**src/logic/acalu_pkg.sv**
```systemverilog
package acalu_pkg;
  localparam int unsigned ACALU_W = 8;
  localparam logic [7:0] ACALU_OP_ADD_IMM       = 8'h24;
  localparam logic [7:0] ACALU_OP_ADD_DIR       = 8'h25;
  localparam logic [6:0] ACALU_OP_ADD_IND_BASE  = 7'h13;
  localparam logic [4:0] ACALU_OP_ADD_REG_BASE  = 5'h05;
  localparam logic [7:0] ACALU_OP_ADD_WITH_CARRY_INSTR_IMM      = 8'h34;
  localparam logic [7:0] ACALU_OP_ADD_WITH_CARRY_INSTR_DIR      = 8'h35;
  localparam logic [6:0] ACALU_OP_ADD_WITH_CARRY_INSTR_IND_BASE = 7'h1b;
  localparam logic [4:0] ACALU_OP_ADD_WITH_CARRY_INSTR_REG_BASE = 5'h07;
  localparam logic [7:0] ACALU_ACC_RST          = 8'h00;
  localparam int unsigned ACALU_HALF_BIT        = 3;
  localparam int unsigned ACALU_SIGN_BIT        = 7;
  localparam int unsigned ACALU_SUB6_BIT        = 6;
  typedef enum logic [1:0] {ACALU_SRC_REG, ACALU_SRC_DIR, ACALU_SRC_IND, ACALU_SRC_IMM} acalu_src_t;
endpackage : acalu_pkg

```
**src/logic/acalu_adder.sv**
```systemverilog
`timescale 1ns/1ps
module acalu_adder
  import acalu_pkg::*;
(
  input  wire logic [7:0] opa,
  input  wire logic [7:0] opb,
  input  wire logic       cin,
  output logic      [7:0] sum,
  output logic            carry_out,
  output logic            half_out,
  output logic            ovf_out
);
  logic [8:0] c;
  assign c[0] = cin;
  // Ripple chain keeps each bit's carry visible for the flags
  genvar gi;
  generate
    for (gi = 0; gi < ACALU_W; gi++)
    begin : g_bit
      assign sum[gi]   = opa[gi] ^ opb[gi] ^ c[gi];
      assign c[gi + 1] = (opa[gi] & opb[gi]) | (c[gi] & (opa[gi] ^ opb[gi]));
    end
  endgenerate
  assign carry_out = c[ACALU_SIGN_BIT + 1];
  assign half_out  = c[ACALU_HALF_BIT + 1];
  assign ovf_out   = c[ACALU_SUB6_BIT + 1] ^ c[ACALU_SIGN_BIT + 1];
endmodule : acalu_adder

```
**src/logic/acalu_core.sv**
```systemverilog
`timescale 1ns/1ps
module acalu_core
  import acalu_pkg::*;
(
  input  wire logic       clk_sys,
  input  wire logic       srst,
  input  wire logic       instr_valid,
  input  wire logic [7:0] opcode,
  input  wire logic [7:0] operand_byte,
  input  wire logic [7:0] reg_bank_data,
  input  wire logic [7:0] dir_mem_data,
  input  wire logic [7:0] ind_mem_data,
  input  wire logic [7:0] indirect_pointer_reg0,
  input  wire logic [7:0] indirect_pointer_reg1,
  output logic      [2:0] reg_sel,
  output logic      [7:0] dir_addr,
  output logic      [7:0] ind_addr,
  output logic            instr_taken,
  output logic      [7:0] acc,
  output logic            carry_flag,
  output logic            half_carry_flag,
  output logic            signed_overflow_flag
);
  logic       is_add;
  logic       add_with_carry_instr;
  acalu_src_t src_mode;
  logic [7:0] src_byte;
  logic       cin;
  logic [7:0] sum;
  logic       co;
  logic       ho;
  logic       vo;
  logic [7:0] next_acc;
  logic       next_cy;
  logic       next_ac;
  logic       next_ov;

  always_comb
  begin
    is_add               = 1'b0;
    add_with_carry_instr = 1'b0;
    src_mode             = ACALU_SRC_IMM;
    if (opcode == ACALU_OP_ADD_IMM)
    begin
      is_add = 1'b1;
    end
    else if (opcode == ACALU_OP_ADD_DIR)
    begin
      is_add   = 1'b1;
      src_mode = ACALU_SRC_DIR;
    end
    else if (opcode[7:1] == ACALU_OP_ADD_IND_BASE)
    begin
      is_add   = 1'b1;
      src_mode = ACALU_SRC_IND;
    end
    else if (opcode[7:3] == ACALU_OP_ADD_REG_BASE)
    begin
      is_add   = 1'b1;
      src_mode = ACALU_SRC_REG;
    end
    else if (opcode == ACALU_OP_ADD_WITH_CARRY_INSTR_IMM)
    begin
      add_with_carry_instr = 1'b1;
    end
    else if (opcode == ACALU_OP_ADD_WITH_CARRY_INSTR_DIR)
    begin
      add_with_carry_instr = 1'b1;
      src_mode             = ACALU_SRC_DIR;
    end
    else if (opcode[7:1] == ACALU_OP_ADD_WITH_CARRY_INSTR_IND_BASE)
    begin
      add_with_carry_instr = 1'b1;
      src_mode             = ACALU_SRC_IND;
    end
    else if (opcode[7:3] == ACALU_OP_ADD_WITH_CARRY_INSTR_REG_BASE)
    begin
      add_with_carry_instr = 1'b1;
      src_mode             = ACALU_SRC_REG;
    end
  end

  // Address outputs are steered combinationally so memory can answer in-cycle
  assign reg_sel  = opcode[2:0];
  assign dir_addr = operand_byte;
  assign ind_addr = opcode[0] ? indirect_pointer_reg1 : indirect_pointer_reg0;
  assign instr_taken = instr_valid & (is_add | add_with_carry_instr);

  always_comb
  begin
    unique case (src_mode)
      ACALU_SRC_REG: src_byte = reg_bank_data;
      ACALU_SRC_DIR: src_byte = dir_mem_data;
      ACALU_SRC_IND: src_byte = ind_mem_data;
      ACALU_SRC_IMM: src_byte = operand_byte;
    endcase
  end

  assign cin = add_with_carry_instr & carry_flag;

  acalu_adder u_adder (
    .opa       (acc),
    .opb       (src_byte),
    .cin       (cin),
    .sum       (sum),
    .carry_out (co),
    .half_out  (ho),
    .ovf_out   (vo)
  );

  always_comb
  begin
    next_acc = acc;
    next_cy  = carry_flag;
    next_ac  = half_carry_flag;
    next_ov  = signed_overflow_flag;
    if (instr_taken)
    begin
      next_acc = sum;
      next_cy  = co;
      next_ac  = ho;
      next_ov  = vo;
    end
  end

  always_ff @(posedge clk_sys)
  begin
    if (srst)
    begin
      acc                  <= ACALU_ACC_RST;
      carry_flag           <= 1'b0;
      half_carry_flag      <= 1'b0;
      signed_overflow_flag <= 1'b0;
    end
    else
    begin
      acc                  <= next_acc;
      carry_flag           <= next_cy;
      half_carry_flag      <= next_ac;
      signed_overflow_flag <= next_ov;
    end
  end

  // Reference sum for checking, nine bits wide to keep the carry
  logic [8:0] chk_sum;
  logic [4:0] chk_half;
  logic [7:0] chk_low;
  assign chk_sum  = {1'b0, acc} + {1'b0, src_byte} + {8'h00, cin};
  assign chk_half = {1'b0, acc[3:0]} + {1'b0, src_byte[3:0]} + {4'h0, cin};
  assign chk_low  = {1'b0, acc[6:0]} + {1'b0, src_byte[6:0]} + {7'h00, cin};

  acc_write_a: assert property (@(posedge clk_sys) disable iff (srst)
    instr_taken |=> acc == $past(chk_sum[7:0]))
    else $error("accumulator not loaded with sum");
  carry_flag_a: assert property (@(posedge clk_sys) disable iff (srst)
    instr_taken |=> carry_flag == $past(chk_sum[8]))
    else $error("carry flag wrong");
  half_flag_a: assert property (@(posedge clk_sys) disable iff (srst)
    instr_taken |=> half_carry_flag == $past(chk_half[4]))
    else $error("half carry flag wrong");
  ovf_flag_a: assert property (@(posedge clk_sys) disable iff (srst)
    instr_taken |=> signed_overflow_flag == $past(chk_low[7] ^ chk_sum[8]))
    else $error("overflow flag wrong");
  imm_add_a: assert property (@(posedge clk_sys) disable iff (srst)
    instr_valid && opcode == ACALU_OP_ADD_IMM |=> acc == $past(acc + operand_byte))
    else $error("immediate add wrong");
  plain_nocarry_a: assert property (@(posedge clk_sys) disable iff (srst)
    instr_taken && !opcode[4] |=> acc == $past(acc + src_byte))
    else $error("plain add used carry");
  ptr_sel_a: assert property (@(posedge clk_sys) disable iff (srst)
    instr_valid && (opcode[7:1] == ACALU_OP_ADD_IND_BASE || opcode[7:1] == ACALU_OP_ADD_WITH_CARRY_INSTR_IND_BASE)
    |-> src_byte == ind_mem_data && ind_addr == (opcode[0] ? indirect_pointer_reg1 : indirect_pointer_reg0))
    else $error("wrong pointer");
  src_mux_a: assert property (@(posedge clk_sys) disable iff (srst)
    add_with_carry_instr && opcode[7:3] == ACALU_OP_ADD_WITH_CARRY_INSTR_REG_BASE |-> src_byte == reg_bank_data)
    else $error("register source not selected");
  hold_a: assert property (@(posedge clk_sys) disable iff (srst)
    !instr_taken |=> $stable(acc) && $stable(carry_flag) && $stable(half_carry_flag) && $stable(signed_overflow_flag))
    else $error("state changed without instruction");

  imm_c: cover property (@(posedge clk_sys) instr_taken && src_mode == ACALU_SRC_IMM);
  ind_c: cover property (@(posedge clk_sys) instr_taken && src_mode == ACALU_SRC_IND && opcode[0]);
  ovf_c: cover property (@(posedge clk_sys) instr_taken && vo);
  adc_c: cover property (@(posedge clk_sys) instr_taken && add_with_carry_instr && cin);
endmodule : acalu_core

```
**config.mk**
```make
export PLATFORM = sky130hd
export DESIGN_NAME = acalu_core
export DESIGN_NICKNAME = d
export VERILOG_FILES = /design/src/logic/acalu_pkg.sv /design/src/logic/acalu_adder.sv /design/src/logic/acalu_core.sv
export SDC_FILE = /design/constraint.sdc
export NUM_CORES = 1
export LEC_CHECK = 0
export BUFFER_PORTS_ARGS = -buffer_cell sky130_fd_sc_hd__clkbuf_2
export CAP_MARGIN = 0
export CELL_PAD_IN_SITES_DETAIL_PLACEMENT = 0
export CELL_PAD_IN_SITES_GLOBAL_PLACEMENT = 1
export CORE_MARGIN = 1.5
export CORE_UTILIZATION = 23
export CTS_CLUSTER_DIAMETER = 200
export DETAILED_ROUTE_END_ITERATION = 8
export HOLD_SLACK_MARGIN = 0.02
export PLACE_DENSITY_LB_ADDON = 0.15
export REMOVE_ABC_BUFFERS = 1
export SLEW_MARGIN = 20
export SYNTH_ARGS = -nofsm -noshare
export SYNTH_HDL_FRONTEND = slang
export SYNTH_SLANG_ARGS = --single-unit
```
**constraint.sdc**
```tcl
create_clock -name clk_sys -period 4.2 [get_ports clk_sys]
set_input_delay 0.63 -clock clk_sys [delete_from_list [all_inputs] [get_ports clk_sys]]
set_output_delay 0.63 -clock clk_sys [all_outputs]
set_load 0.03 [all_outputs]
```
After elaboration in Yosys (flattened, before gate mapping)
Index checks and enable logic that the tools add are counted.

Add/sub/neg operators: 0. Multipliers: 0. Divide/modulo/power cells: 0. Order comparisons: 0. Equality and inequality tests: 11. Shift-type cells: 0. Mux-type cells: 22. Bitwise operators: 44. Reductions and logical operators: 1.

Operator list (count): equality test 8 x 6 -> 1 bit, second input constant (4); one-hot mux 8 bit (4 select lines) (1); bitwise AND 1 bit (18); XOR 1 bit (17); two-way mux 2 bit (8); equality test 7 x 5 -> 1 bit, second input constant (2); two-way mux 1 bit (12); equality test 5 x 3 -> 1 bit, second input constant (2); OR 1 bit (9); two-way mux 8 bit (1); equality test 2 bit, second input constant (2); equality test 2 x 1 -> 1 bit, second input constant (1); logical NOT 2 bit (1).

Register bits after elaboration: 11. Bits in latches: 0. RAM bits: 0. Memory bits (read-only): 0. Input bits: 59. Output and inout bits: 31. Logic and storage cells: 82. Memories: 0.

Longest topological paths before layout
Gate-level depths: netlist (run 1).

Depth after elaboration: 29. Gate-level depth with buffers: 21. Depth with buffers taken out: 20.

Cells and area by module
From an unflattened synthesis (run 1), not the netlist that was laid out.

Cells, all modules: 117. Area total of the unflattened synthesis: 1158.6 um^2.

By module, submodules not included: acalu_core (instances 1, cells an instance 89, area an instance 918.4 um^2, seq. area each 220.2 um^2); acalu_adder (instances 1, cells an instance 28, area an instance 240.2 um^2, seq. area each 0.0 um^2).

Least setup slack after synthesis (run 1)
OpenSTA, ideal clock, no wires.

Path type: input to register. From: input port opcode[6]. To: register acc[7]. Setup time: 0.132 ns. Data arrival time: 4.308 ns. Required time: 4.068 ns. Path slack: -0.240 ns. Stages: 20. Buffers on the path: 1. Cells stage by stage: nor3b_4 and4b_1 buf_6 a222oi_1 o21bai_1 fa_1 inv_1 fa_1 inv_1 fa_1 inv_1 fa_1 fa_1 inv_1 fa_1 fa_1 inv_1 fa_1 nand2_1 a21oi_1.

Cells in the longest elaborated chain, start to end: 27. Elaborated cells between the ends (all ways): 66. Those cells by class: eq/ne (11); mux (21); bitwise (33); reduce/logical (1).

RTL lines: start: declaration (line acalu_core.sv:8) `input wire logic [7:0] opcode,`; equality test 5 x 3 -> 1 bit (line acalu_core.sv:76) `else if (opcode[7:3] == ACALU_OP_ADD_WITH_CARRY_INSTR_REG_BASE)`; two-way mux 2 bit (line acalu_core.sv:76); two-way mux 2 bit (line acalu_core.sv:71) `else if (opcode[7:1] == ACALU_OP_ADD_WITH_CARRY_INSTR_IND_BASE)`; two-way mux 2 bit (line acalu_core.sv:66) `else if (opcode == ACALU_OP_ADD_WITH_CARRY_INSTR_DIR)`; two-way mux 2 bit (line acalu_core.sv:62) `else if (opcode == ACALU_OP_ADD_WITH_CARRY_INSTR_IMM)`; two-way mux 2 bit (line acalu_core.sv:57) `else if (opcode[7:3] == ACALU_OP_ADD_REG_BASE)`; two-way mux 2 bit (line acalu_core.sv:52) `else if (opcode[7:1] == ACALU_OP_ADD_IND_BASE)`; two-way mux 2 bit (line acalu_core.sv:47) `else if (opcode == ACALU_OP_ADD_DIR)`; [... 12 more ...]; named net ho (line acalu_core.sv:31) `logic ho;`; bitwise AND 1 bit * (line acalu_adder.sv:21) `assign c[gi + 1] = (opa[gi] & opb[gi]) | (c[gi] & (opa[gi] ^ opb[gi]));`; OR 1 bit * (line acalu_adder.sv:21); bitwise AND 1 bit * (line acalu_adder.sv:21); OR 1 bit * (line acalu_adder.sv:21); bitwise AND 1 bit * (line acalu_adder.sv:21); OR 1 bit * (line acalu_adder.sv:21); XOR 1 bit * (line acalu_adder.sv:20) `assign sum[gi] = opa[gi] ^ opb[gi] ^ c[gi];`; named net sum[7] (line acalu_core.sv:29) `logic [7:0] sum;`; end signal: assignment (line acalu_core.sv:137) `acc <= next_acc;`; end: declaration (line acalu_core.sv:19) `output logic [7:0] acc,`.

Mark *: on every way through the listed nets, which the timed path passes. The rest lies on a longest branch. A chain may end at the register's enable or synchronous reset.

Final worst setup path (run 1)
From: input port opcode[5]. To: register signed_overflow_flag.

Cells in the longest elaborated chain, start to end: 29. Elaborated cells between the ends (all ways): 69. Those cells by class: eq/ne (11); mux (21); bitwise (36); reduce/logical (1).

RTL lines: equality test 5 x 3 -> 1 bit (line acalu_core.sv:76); two-way mux 2 bit (line acalu_core.sv:76); two-way mux 2 bit (line acalu_core.sv:71); two-way mux 2 bit (line acalu_core.sv:66); two-way mux 2 bit (line acalu_core.sv:62); two-way mux 2 bit (line acalu_core.sv:57); two-way mux 2 bit (line acalu_core.sv:52); two-way mux 2 bit (line acalu_core.sv:47); [... 12 more ...]; named net ho (line acalu_core.sv:31); [... 2 more ...]; bitwise AND 1 bit * (line acalu_adder.sv:21); OR 1 bit * (line acalu_adder.sv:21); bitwise AND 1 bit * (line acalu_adder.sv:21); OR 1 bit * (line acalu_adder.sv:21); bitwise AND 1 bit * (line acalu_adder.sv:21); OR 1 bit * (line acalu_adder.sv:21); named net co (line acalu_core.sv:30) `logic co;`; XOR 1 bit * (line acalu_adder.sv:26) `assign ovf_out = c[ACALU_SUB6_BIT + 1] ^ c[ACALU_SIGN_BIT + 1];`; end signal: assignment (line acalu_core.sv:140) `signed_overflow_flag <= next_ov;`; end: declaration (line acalu_core.sv:22) `output logic signed_overflow_flag`.

Marks and branches as above.

==> results of run 1 <==
[worst register-to-register path: stages (launching register included)]
cell and delay (ns):
dfxtp_1 0.36, o2111ai_1 0.14, fa_2 0.36, inv_2 0.06, fa_2 0.18, inv_2 0.04, fa_2 0.32, inv_2 0.07
fa_2 0.22, fa_2 0.20, inv_2 0.04, fa_2 0.33, fa_2 0.36, inv_2 0.06, fa_2 0.43, nand2_2 0.07
a21oi_2 0.05
[stage by stage]
stage               cells  util (%)  setup TNS (ns)  cell area [µm²]  power (W)
global route          265      37.7          -0.614             1670   0.000370
floorplan             103         -           -1.15              937   0.000164
detailed placement    256      34.6           -1.20             1540   0.000240
CTS                   261      36.4               0             1620   0.000351
global placement      256      34.6          -0.676             1540   0.000240
finish                265      37.7               0             1670   0.000349
[metal layers]
| layer | up-vias | track usage [%] | wire length, µm |
|---|---|---|---|
| li1 | 598 | - | - |
| met1 | 556 | 18.0 | 1570 |
| met2 | 68 | 25.9 | 1810 |
| met3 | 4 | 1.97 | 359 |
| met4 | 0 | 4.49 | 42 |
| met5 | - | 0 | 0 |
[cell type report]
cell class,count,area (µm²)
Fill cell,476,2770
Multi-Input combinational cell,82,721
Timing Repair Buffer,106,583
Sequential cell,11,220
Tap cell,52,65.1
Clock buffer,4,45.0
Inverter,10,40.0
[cell usage after synthesis, types with 7 or more instances]
master and count:
nor2_1 12, buf_4 11, nand2_1 15, a21oi_1 7, mux2_1 8, a222oi_1 8
fa_1 8, dfxtp_1 11, a21o_1 8, inv_1 9
[cells by family after synthesis]
family	synth area share (%)
simple gates	12.7
fa+ha+maj	14.9
mux	8.36
flops	20.4
xor+xnor	0.813
compound gates	26.1
buf+inv	16.7
[timing repair]
item,in CTS,in global routing
buffers inserted,1,4
gates resized for setup,13,9
hold endpoints to repair,0,0
endpoints found under the setup margin,3,3
pin swaps,5,3
[path summary, 6_finish.rpt]
| path | startpoint | slack [ns] | end | cells past startpoint |
|---|---|---|---|---|
| setup / recovery | opcode[5] | 0.01 | signed_overflow_flag | 22 |
| hold / removal | signed_overflow_flag | 0.46 | signed_overflow_flag | 2 |
| setup reg to reg | carry_flag | 0.80 | acc[7] | 16 |
| hold reg to reg | signed_overflow_flag | 0.46 | signed_overflow_flag | 2 |
[power breakdown]
part	internal (W)	leakage (nW)	switching (W)
sequential	0.000107	0.0889	0.00000178
combinational	0.0000597	0.746	0.0000763
clock	0.0000665	0.0228	0.0000385
[sequential cells by signal (all words and copies together), names as in the netlist]
name                  cells
signed_overflow_flag      1
acc                       8
half_carry_flag           1
carry_flag                1
==> impl_metrics.py, run 1 <==
metrics = {
    "cells_and_area": {
        "area_growth_pct": 55.4,
        "drive_gt1_share_pct": 62.0,
        "layout.nets": 281,
        "insertedDiodeCount": 0,
        "layout_common_cells": "88 x clkbuf_2, 16 x buf_4, 13 x nand2_1",
        "final_common_cell": "clkbuf_2",
    },
    "timing": {
        "maxSlewHeadroom_pct": 76.6,
        "setup_viol": 0,
        "rsz0062_at_grt": "true",
        "fin_crit_sh_pct": 99.7,
        "hold_viol_final": 0,
        "finClkSkew_ns": 0.00284,
        "tightest_slew_ns": 0.351,
        "max_clock_freq_mhz": 239,
        "setup_slack_ns": 0.0131,
        "timing.hold.ws_ns": 0.459,
        "slew_viol_final": 0,
        "finalCriticalPeriod_ns": 4.19,
    },
    "place": {
        "gp_congestion": 0.864,
        "portBuffers": 89,
        "hpwl_um": 3240,
        "dpl_worst_slack_ns": -0.436,
    },
    "synth": {
        "ys_ff_latch": 11,
        "netlist.area_leader.share_pct": 20.4,
        "ys_types": 24,
        "synth_top_area_cell": "dfxtp_1",
        "synth_area_um2": 1080,
        "synthArstFlopShare_pct": 0,
        "syn_area_per_cell_um2": 8.90,
        "yosys_warnings": 0,
        "synth-seq-area-share_pct": 20.4,
        "synth_ff_type": "dfxtp_1",
        "synthTopCellsByArea": "dfxtp_1 20%, fa_1 15%, mux2_1 8.4%, buf_4 7.7%, a222oi_1 7.4%",
        "netlist_instances": 121,
        "synth_edf_count": 0,
    },
    "setup_path": {
        "path_delay_family": "adder cells",
        "cp_num_buf_inv": 8,
        "critPathCaptureType": "register",
        "crit_type": "in -> reg",
        "cp.arrival_ns": 4.36,
        "critPathMostFrequentCell": "fa_2",
        "crit_chain": "clkbuf_2, nor3b_4, buf_6, buf_4, a222oi_1, o21bai_2, fa_2, inv_2, fa_2, inv_2, fa_2, inv_2, fa_2, fa_2, inv_2, fa_2, fa_2, inv_2, fa_2, xnor2_2, nand2_1, a21oi_1",
        "startpoint_type": "input pin",
        "crit_required_ns": 4.37,
        "cpPeakStageDelay_ns": 0.40,
        "critical_path.max_fanout": 3,
        "crit_slowest_cell": "fa_2",
    },
    "clock_tree": {
        "clock_latency_ns": 0.24,
        "holdBufCountCts": 0,
        "cts_root_buf": "clkbuf_8",
        "cts_buffer_depth": 2,
        "cts_tree": "yes",
        "htree_levels": 1,
        "cts.sinks": 11,
        "numCtsBuffers": 3,
        "clk_pin_slew_ns": 0.05,
    },
    "power_and_ir_drop": {
        "p_per_area_nw_per_um2": 209,
        "p_leak_nw": 0.857,
        "ir_drop_v": 0.000152,
    },
    "route": {
        "dr.pass1.iters": 6,
        "wl_per_cell_um": 14.3,
        "vias": 1226,
        "drc": 13,
        "drt-total-wl_um": 3780,
        "avgViaCountPerCell": 4.63,
        "first_iter_violations": 71,
        "final_antenna_net_count": 0,
    },
    "floorplan": {
        "die_h_um": 71.4,
        "fp.dieW_um": 71.4,
        "rows": 24,
        "core_region_area_um2": 4440,
        "initial_utilization_pct": 24.2,
        "io_pins": 90,
        "die-area_um2": 5100,
    },
    "hold_path": {
        "hold_path_class": "reg -> reg",
    },
    "grt": {
        "grt_overflow": 0,
        "grt_max_degree": 17,
        "track_usage_pct": 14.5,
        "grt_pass1_wl_um": 5730,
        "grt_pass1_vias": 1168,
        "antenna_found_initial": 0,
    },
    "status": {
        "status": "finished, violations left",
        "violations": "design-rule violations",
    },
    "run": {
        "maxCapViolCount": 0,
    },
}
No activity file was read; power rests on OpenSTA's default activity.
==> run 2, diff against run 1 <==
--- a/config.mk
+++ b/config.mk
@@ -10,9 +10,10 @@
 export CELL_PAD_IN_SITES_DETAIL_PLACEMENT = 0
 export CELL_PAD_IN_SITES_GLOBAL_PLACEMENT = 1
 export CORE_MARGIN = 1.5
-export CORE_UTILIZATION = 23
+export CORE_UTILIZATION = 28
 export CTS_CLUSTER_DIAMETER = 200
 export DETAILED_ROUTE_END_ITERATION = 8
+export GPL_ROUTABILITY_DRIVEN = 1
 export HOLD_SLACK_MARGIN = 0.02
 export PLACE_DENSITY_LB_ADDON = 0.15
 export REMOVE_ABC_BUFFERS = 1
==> constraint.sdc (replaced) <==
create_clock -name clk_sys -period 5.1 [get_ports clk_sys]
set_input_delay 0.765 -clock clk_sys [delete_from_list [all_inputs] [get_ports clk_sys]]
set_output_delay 0.765 -clock clk_sys [all_outputs]
set_load 0.03 [all_outputs]
==> impl_metrics.py, run 2 (same netlist as run 1, synthesis figures left out) <==
metrics = {
    "setup_path": {
        "critical_path.max_fanout": 8,
        "rrSetupSlack_ns": 1.60,
        "reg2reg_to": "acc[7]",
        "cp.arrival_ns": 4.80,
        "crit_required_ns": 5.27,
        "startpoint_type": "input pin",
        "cp-startpoint": "opcode[2]",
        "cp-endpoint": "signed_overflow_flag",
        "crit_type": "in -> reg",
        "rr_worst_depth": 16,
        "critPathCaptureType": "register",
        "r2r_start": "carry_flag",
    },
    "clock_tree": {
        "cts_setup_buffers": 0,
        "holdBufCountCts": 0,
        "cts_root_buf": "clkbuf_8",
        "cts.sinks": 11,
        "clock_latency_ns": 0.24,
        "numCtsBuffers": 3,
        "htree_levels": 1,
        "cts_resized": 0,
        "cts_tree": "yes",
        "clk_pin_slew_ns": 0.05,
        "cts_buffer_depth": 2,
    },
    "hold_path": {
        "hold_path_class": "reg -> reg",
    },
    "route": {
        "drt-total-wl_um": 3360,
        "drc": 0,
        "final_antenna_net_count": 0,
        "first_iter_violations": 39,
        "avgViaCountPerCell": 4.78,
        "dr.pass1.iters": 5,
        "wl_per_cell_um": 13.5,
        "vias": 1185,
    },
    "timing": {
        "slew_viol_final": 0,
        "finClkSkew_ns": 0.00242,
        "setup_viol": 0,
        "finalCriticalPeriod_ns": 4.62,
        "timing.hold.ws_ns": 0.453,
        "hold_viol_final": 0,
        "max_clock_freq_mhz": 216,
        "fin_setup_tns_ns": 0,
        "tightest_slew_ns": 0.396,
        "fin_crit_sh_pct": 90.7,
        "rsz0062_at_grt": "false",
        "maxSlewHeadroom_pct": 73.6,
    },
    "cells_and_area": {
        "layout_common_cells": "89 x clkbuf_2, 15 x nand2_1, 12 x nor2_1",
        "insertedDiodeCount": 0,
        "drive_gt1_share_pct": 50.5,
        "post-route-util_pct": 41.2,
        "largest_register": "acc",
        "area_growth_pct": 41.0,
        "layout.nets": 268,
        "final_common_cell": "clkbuf_2",
        "largest_register_ffs": 8,
        "stdcell_count": 248,
    },
    "place": {
        "hpwl_um": 2950,
        "gp_congestion": 0.753,
        "place_inst": 244,
        "portBuffers": 89,
    },
    "grt": {
        "antenna_found_initial": 0,
        "grt_max_degree": 17,
        "grt_pass1_wl_um": 5250,
        "grt_overflow": 0,
        "track_usage_pct": 16.0,
        "grt_pass1_vias": 1104,
    },
    "run": {
        "maxCapViolCount": 0,
    },
    "power_and_ir_drop": {
        "ir_drop_v": 0.0000867,
        "p_leak_nw": 0.794,
        "p_per_area_nw_per_um2": 182,
    },
    "floorplan": {
        "die-area_um2": 4230,
        "io_pins": 90,
        "die_h_um": 65.0,
        "core_region_area_um2": 3690,
        "rows": 22,
        "fp.dieW_um": 65.0,
        "initial_utilization_pct": 29.2,
    },
    "status": {
        "status": "complete, no violations",
    },
}
-- run 2: power by group --
part           switching [W]  internal [W]   total, W
clock              0.0000344     0.0000538  0.0000882
sequential        0.00000145     0.0000877  0.0000891
combinational      0.0000587     0.0000411  0.0000998
total              0.0000946      0.000183   0.000277
-- run 2: metal layers --
metal | GRT usage, % | vias up | share of wire, %
met5 | 0 | - | 0
li1 | - | 578 | -
met1 | 19.7 | 559 | 41
met4 | 1.56 | 0 | 0
met2 | 29.1 | 48 | 52
met3 | 3.99 | 0 | 7.5
-- run 2: cell type report --
class	instances	area (µm²)
inverter	10	40.0
multi-input combinational	82	677
tap	48	60.1
sequential	11	220
timing repair buffer	93	475
clock inverter	1	5.00
clock buffer	3	41.3
fill	388	2170
-- run 2: worst max-delay path, cell delays in order --
cell and delay [ns]:
clkbuf_2 0.14, and2_1 0.26, a21o_1 0.20, a222oi_1 0.30, o21bai_1 0.19, fa_1 0.19, inv_1 0.05, fa_1 0.34
inv_1 0.07, fa_1 0.15, inv_1 0.05, fa_1 0.40, fa_1 0.40, inv_1 0.08, fa_1 0.17, fa_1 0.20
inv_1 0.06, fa_1 0.40, xnor2_1 0.17, nand2_1 0.07, a21oi_1 0.13
-- run 2: metrics by stage --
stage	instance area, µm²	worst slack (ns)	power, W
2_1_floorplan	937	0.304	0.000135
3_3_place_gp	1470	0.264	0.000191
3_5_place_dp	1470	0.166	0.000192
4_1_cts	1520	0.424	0.000282
5_1_grt	1520	0.142	0.000293
6_report	1520	0.475	0.000277
-- run 2: worst min path at each step --
stage,from,to,slack (ns),cells after the start
after global routing,signed_overflow_flag,signed_overflow_flag,0.49,2
after detailed placement,signed_overflow_flag,signed_overflow_flag,0.45,2
after floorplan,signed_overflow_flag,signed_overflow_flag,0.57,2
after global placement,signed_overflow_flag,signed_overflow_flag,0.45,2
final,signed_overflow_flag,signed_overflow_flag,0.45,2
after CTS,signed_overflow_flag,signed_overflow_flag,0.45,2
==> run 3, diff against run 2 <==
--- a/config.mk
+++ b/config.mk
@@ -5,14 +5,14 @@
 export SDC_FILE = /design/constraint.sdc
 export NUM_CORES = 1
 export LEC_CHECK = 0
-export BUFFER_PORTS_ARGS = -buffer_cell sky130_fd_sc_hd__clkbuf_2
 export CAP_MARGIN = 0
 export CELL_PAD_IN_SITES_DETAIL_PLACEMENT = 0
 export CELL_PAD_IN_SITES_GLOBAL_PLACEMENT = 1
 export CORE_MARGIN = 1.5
-export CORE_UTILIZATION = 28
+export CORE_UTILIZATION = 45
 export CTS_CLUSTER_DIAMETER = 200
 export DETAILED_ROUTE_END_ITERATION = 8
+export DONT_BUFFER_PORTS = 1
 export GPL_ROUTABILITY_DRIVEN = 1
 export HOLD_SLACK_MARGIN = 0.02
 export PLACE_DENSITY_LB_ADDON = 0.15
==> impl_metrics.py, run 3 (same netlist as run 1, synthesis figures left out) <==
metrics = {
    "timing": {
        "tightest_slew_ns": 0.410,
        "finClkSkew_ns": 0.00169,
        "fin_crit_sh_pct": 88.9,
        "max_clock_freq_mhz": 221,
        "slew_viol_final": 0,
        "maxSlewHeadroom_pct": 72.7,
        "fin_setup_tns_ns": 0,
        "hold_viol_final": 0,
        "timing.hold.ws_ns": 0.555,
        "finalCriticalPeriod_ns": 4.53,
        "setup_viol": 0,
        "rsz0062_at_grt": "false",
    },
    "grt": {
        "grt_pass1_wl_um": 3840,
        "grt_overflow": 0,
        "grt_max_degree": 17,
        "track_usage_pct": 19.2,
        "grt_pass1_vias": 807,
        "antenna_found_initial": 0,
    },
    "floorplan": {
        "die-area_um2": 2700,
        "io_pins": 90,
        "rows": 17,
        "die_h_um": 51.9,
        "fp.dieW_um": 51.9,
        "initial_utilization_pct": 48.2,
        "core_region_area_um2": 2230,
    },
    "run": {
        "maxCapViolCount": 0,
    },
    "cells_and_area": {
        "layout.nets": 178,
        "seq_area_um2": 220,
        "insertedDiodeCount": 0,
        "multi_input_area_um2": 677,
        "final_common_cell": "nand2_1",
        "layout_common_cells": "15 x nand2_1, 12 x nor2_1, 11 x dfxtp_1",
        "design_area_um2": 1020,
        "drive_gt1_share_pct": 9.09,
        "largest_register_ffs": 8,
        "largest_register": "acc",
        "area_growth_pct": -5.23,
        "n_fill_cell": 229,
    },
    "clock_tree": {
        "htree_levels": 1,
        "clk_pin_slew_ns": 0.07,
        "cts_resized": 0,
        "cts_buffer_depth": 2,
        "cts_setup_buffers": 0,
        "holdBufCountCts": 0,
        "numCtsBuffers": 3,
        "cts_tree": "yes",
        "cts_root_buf": "clkbuf_4",
        "clock_latency_ns": 0.27,
        "cts.sinks": 11,
    },
    "route": {
        "wl_met1_um": 964,
        "dr.pass1.iters": 5,
        "drt-total-wl_um": 2570,
        "wl_per_cell_um": 18.6,
        "final_antenna_net_count": 0,
        "avgViaCountPerCell": 5.95,
        "route.met2.wl_um": 1310,
        "wl_met3_um": 269,
        "first_iter_violations": 30,
        "vias": 821,
        "top_layer_used": "met4",
        "drc": 0,
    },
    "power_and_ir_drop": {
        "p_per_area_nw_per_um2": 195,
        "p_leak_nw": 0.405,
        "ir_drop_v": 0.000107,
        "internal_power_w": 0.000137,
        "switching_share_pct": 31.3,
        "clockPowerShare_pct": 29.8,
        "p_switching_w": 0.0000626,
        "p_seq_share_pct": 46.3,
        "power_frac_comb_pct": 23.9,
    },
    "place": {
        "placed_area_um2": 995,
        "gp_congestion": 0.771,
        "portBuffers": 0,
        "hpwl_um": 2140,
    },
    "hold_path": {
        "hold_path_class": "in -> reg",
        "hp-start": "srst",
    },
    "setup_path": {
        "critical_path.max_fanout": 12,
        "crit_slowest_cell": "fa_1",
        "cp.arrival_ns": 4.74,
        "cp_num_buf_inv": 6,
        "crit_chain": "nor3b_4, buf_4, o21ai_2, a222oi_1, o21bai_1, fa_1, inv_1, fa_1, inv_1, fa_1, inv_1, fa_1, fa_1, inv_1, fa_1, fa_1, inv_1, fa_1, xnor2_1, nand2_1, a21oi_1",
        "cpPeakStageDelay_ns": 0.43,
        "critPathCaptureType": "register",
        "r2r_start": "carry_flag",
        "crit_required_ns": 5.30,
        "path_delay_family": "adder cells",
        "startpoint_type": "input pin",
        "crit_type": "in -> reg",
        "cp-startpoint": "opcode[6]",
        "critPathMostFrequentCell": "fa_1",
    },
    "status": {
        "status": "complete, no violations",
    },
}
[run 3: cell count changes in the layout (fill, tap and decap cells not counted)]
| cell | previous run | this run |
|---|---|---|
| clkbuf_4 | 0 | 3 |
| clkbuf_1 | 0 | 1 |
| buf_4 | 4 | 3 |
| clkbuf_8 | 3 | 0 |
| clkinv_2 | 1 | 0 |
| clkbuf_2 | 89 | 0 |
[run 3: layout make-up]
cell class | instances | area share, %
Tap cell | 28 | 3.43
Timing Repair Buffer | 3 | 2.21
Multi-Input combinational cell | 82 | 66.3
Sequential cell | 11 | 21.6
Inverter | 10 | 3.92
Clock buffer | 4 | 2.57
[run 3: worst reg2reg max path: stages, from the launching register on]
cell and delay, ns:
dfxtp_1 0.54, o2111ai_1 0.21, fa_1 0.39, inv_1 0.07, fa_1 0.16, inv_1 0.05
fa_1 0.36, inv_1 0.07, fa_1 0.22, fa_1 0.21, inv_1 0.06, fa_1 0.37
fa_1 0.41, inv_1 0.09, fa_1 0.41, nand2_1 0.07, a21oi_1 0.06
[run 3: path summary, 6_finish.rpt]
kind	to	slack, ns	depth (start not counted)
max	signed_overflow_flag	0.57	21
max reg2reg	acc[7]	1.25	16
min	signed_overflow_flag	0.56	1
min reg2reg	signed_overflow_flag	0.60	2
[run 3: power groups by stage]
stage	logic, W	clock network [W]	registers [W]
global placement	0.0000473	0	0.0000945
floorplan	0.0000406	0	0.0000941
CTS	0.0000486	0.0000616	0.0000925
finish	0.0000477	0.0000594	0.0000925
global route	0.0000535	0.0000681	0.0000927
detailed placement	0.0000478	0	0.0000946
[run 3: routing by layer]
layer  vias up  global-route usage, %
met5         -                      0
met2        53                   33.3
met1       374                   22.3
li1        390                      -
met4         0                   7.02
met3         4                   5.46
[run 3: metrics by stage]
stage | util, % | instances | power [W] | setup slack [ns]
finish | 45.7 | 138 | 0.000200 | 0.567
CTS | 45.7 | 138 | 0.000203 | 0.522
global route | 45.7 | 138 | 0.000214 | 0.191
detailed placement | 44.5 | 134 | 0.000142 | 0.264
floorplan | - | 103 | 0.000135 | 0.304
global placement | 44.5 | 134 | 0.000142 | 0.337
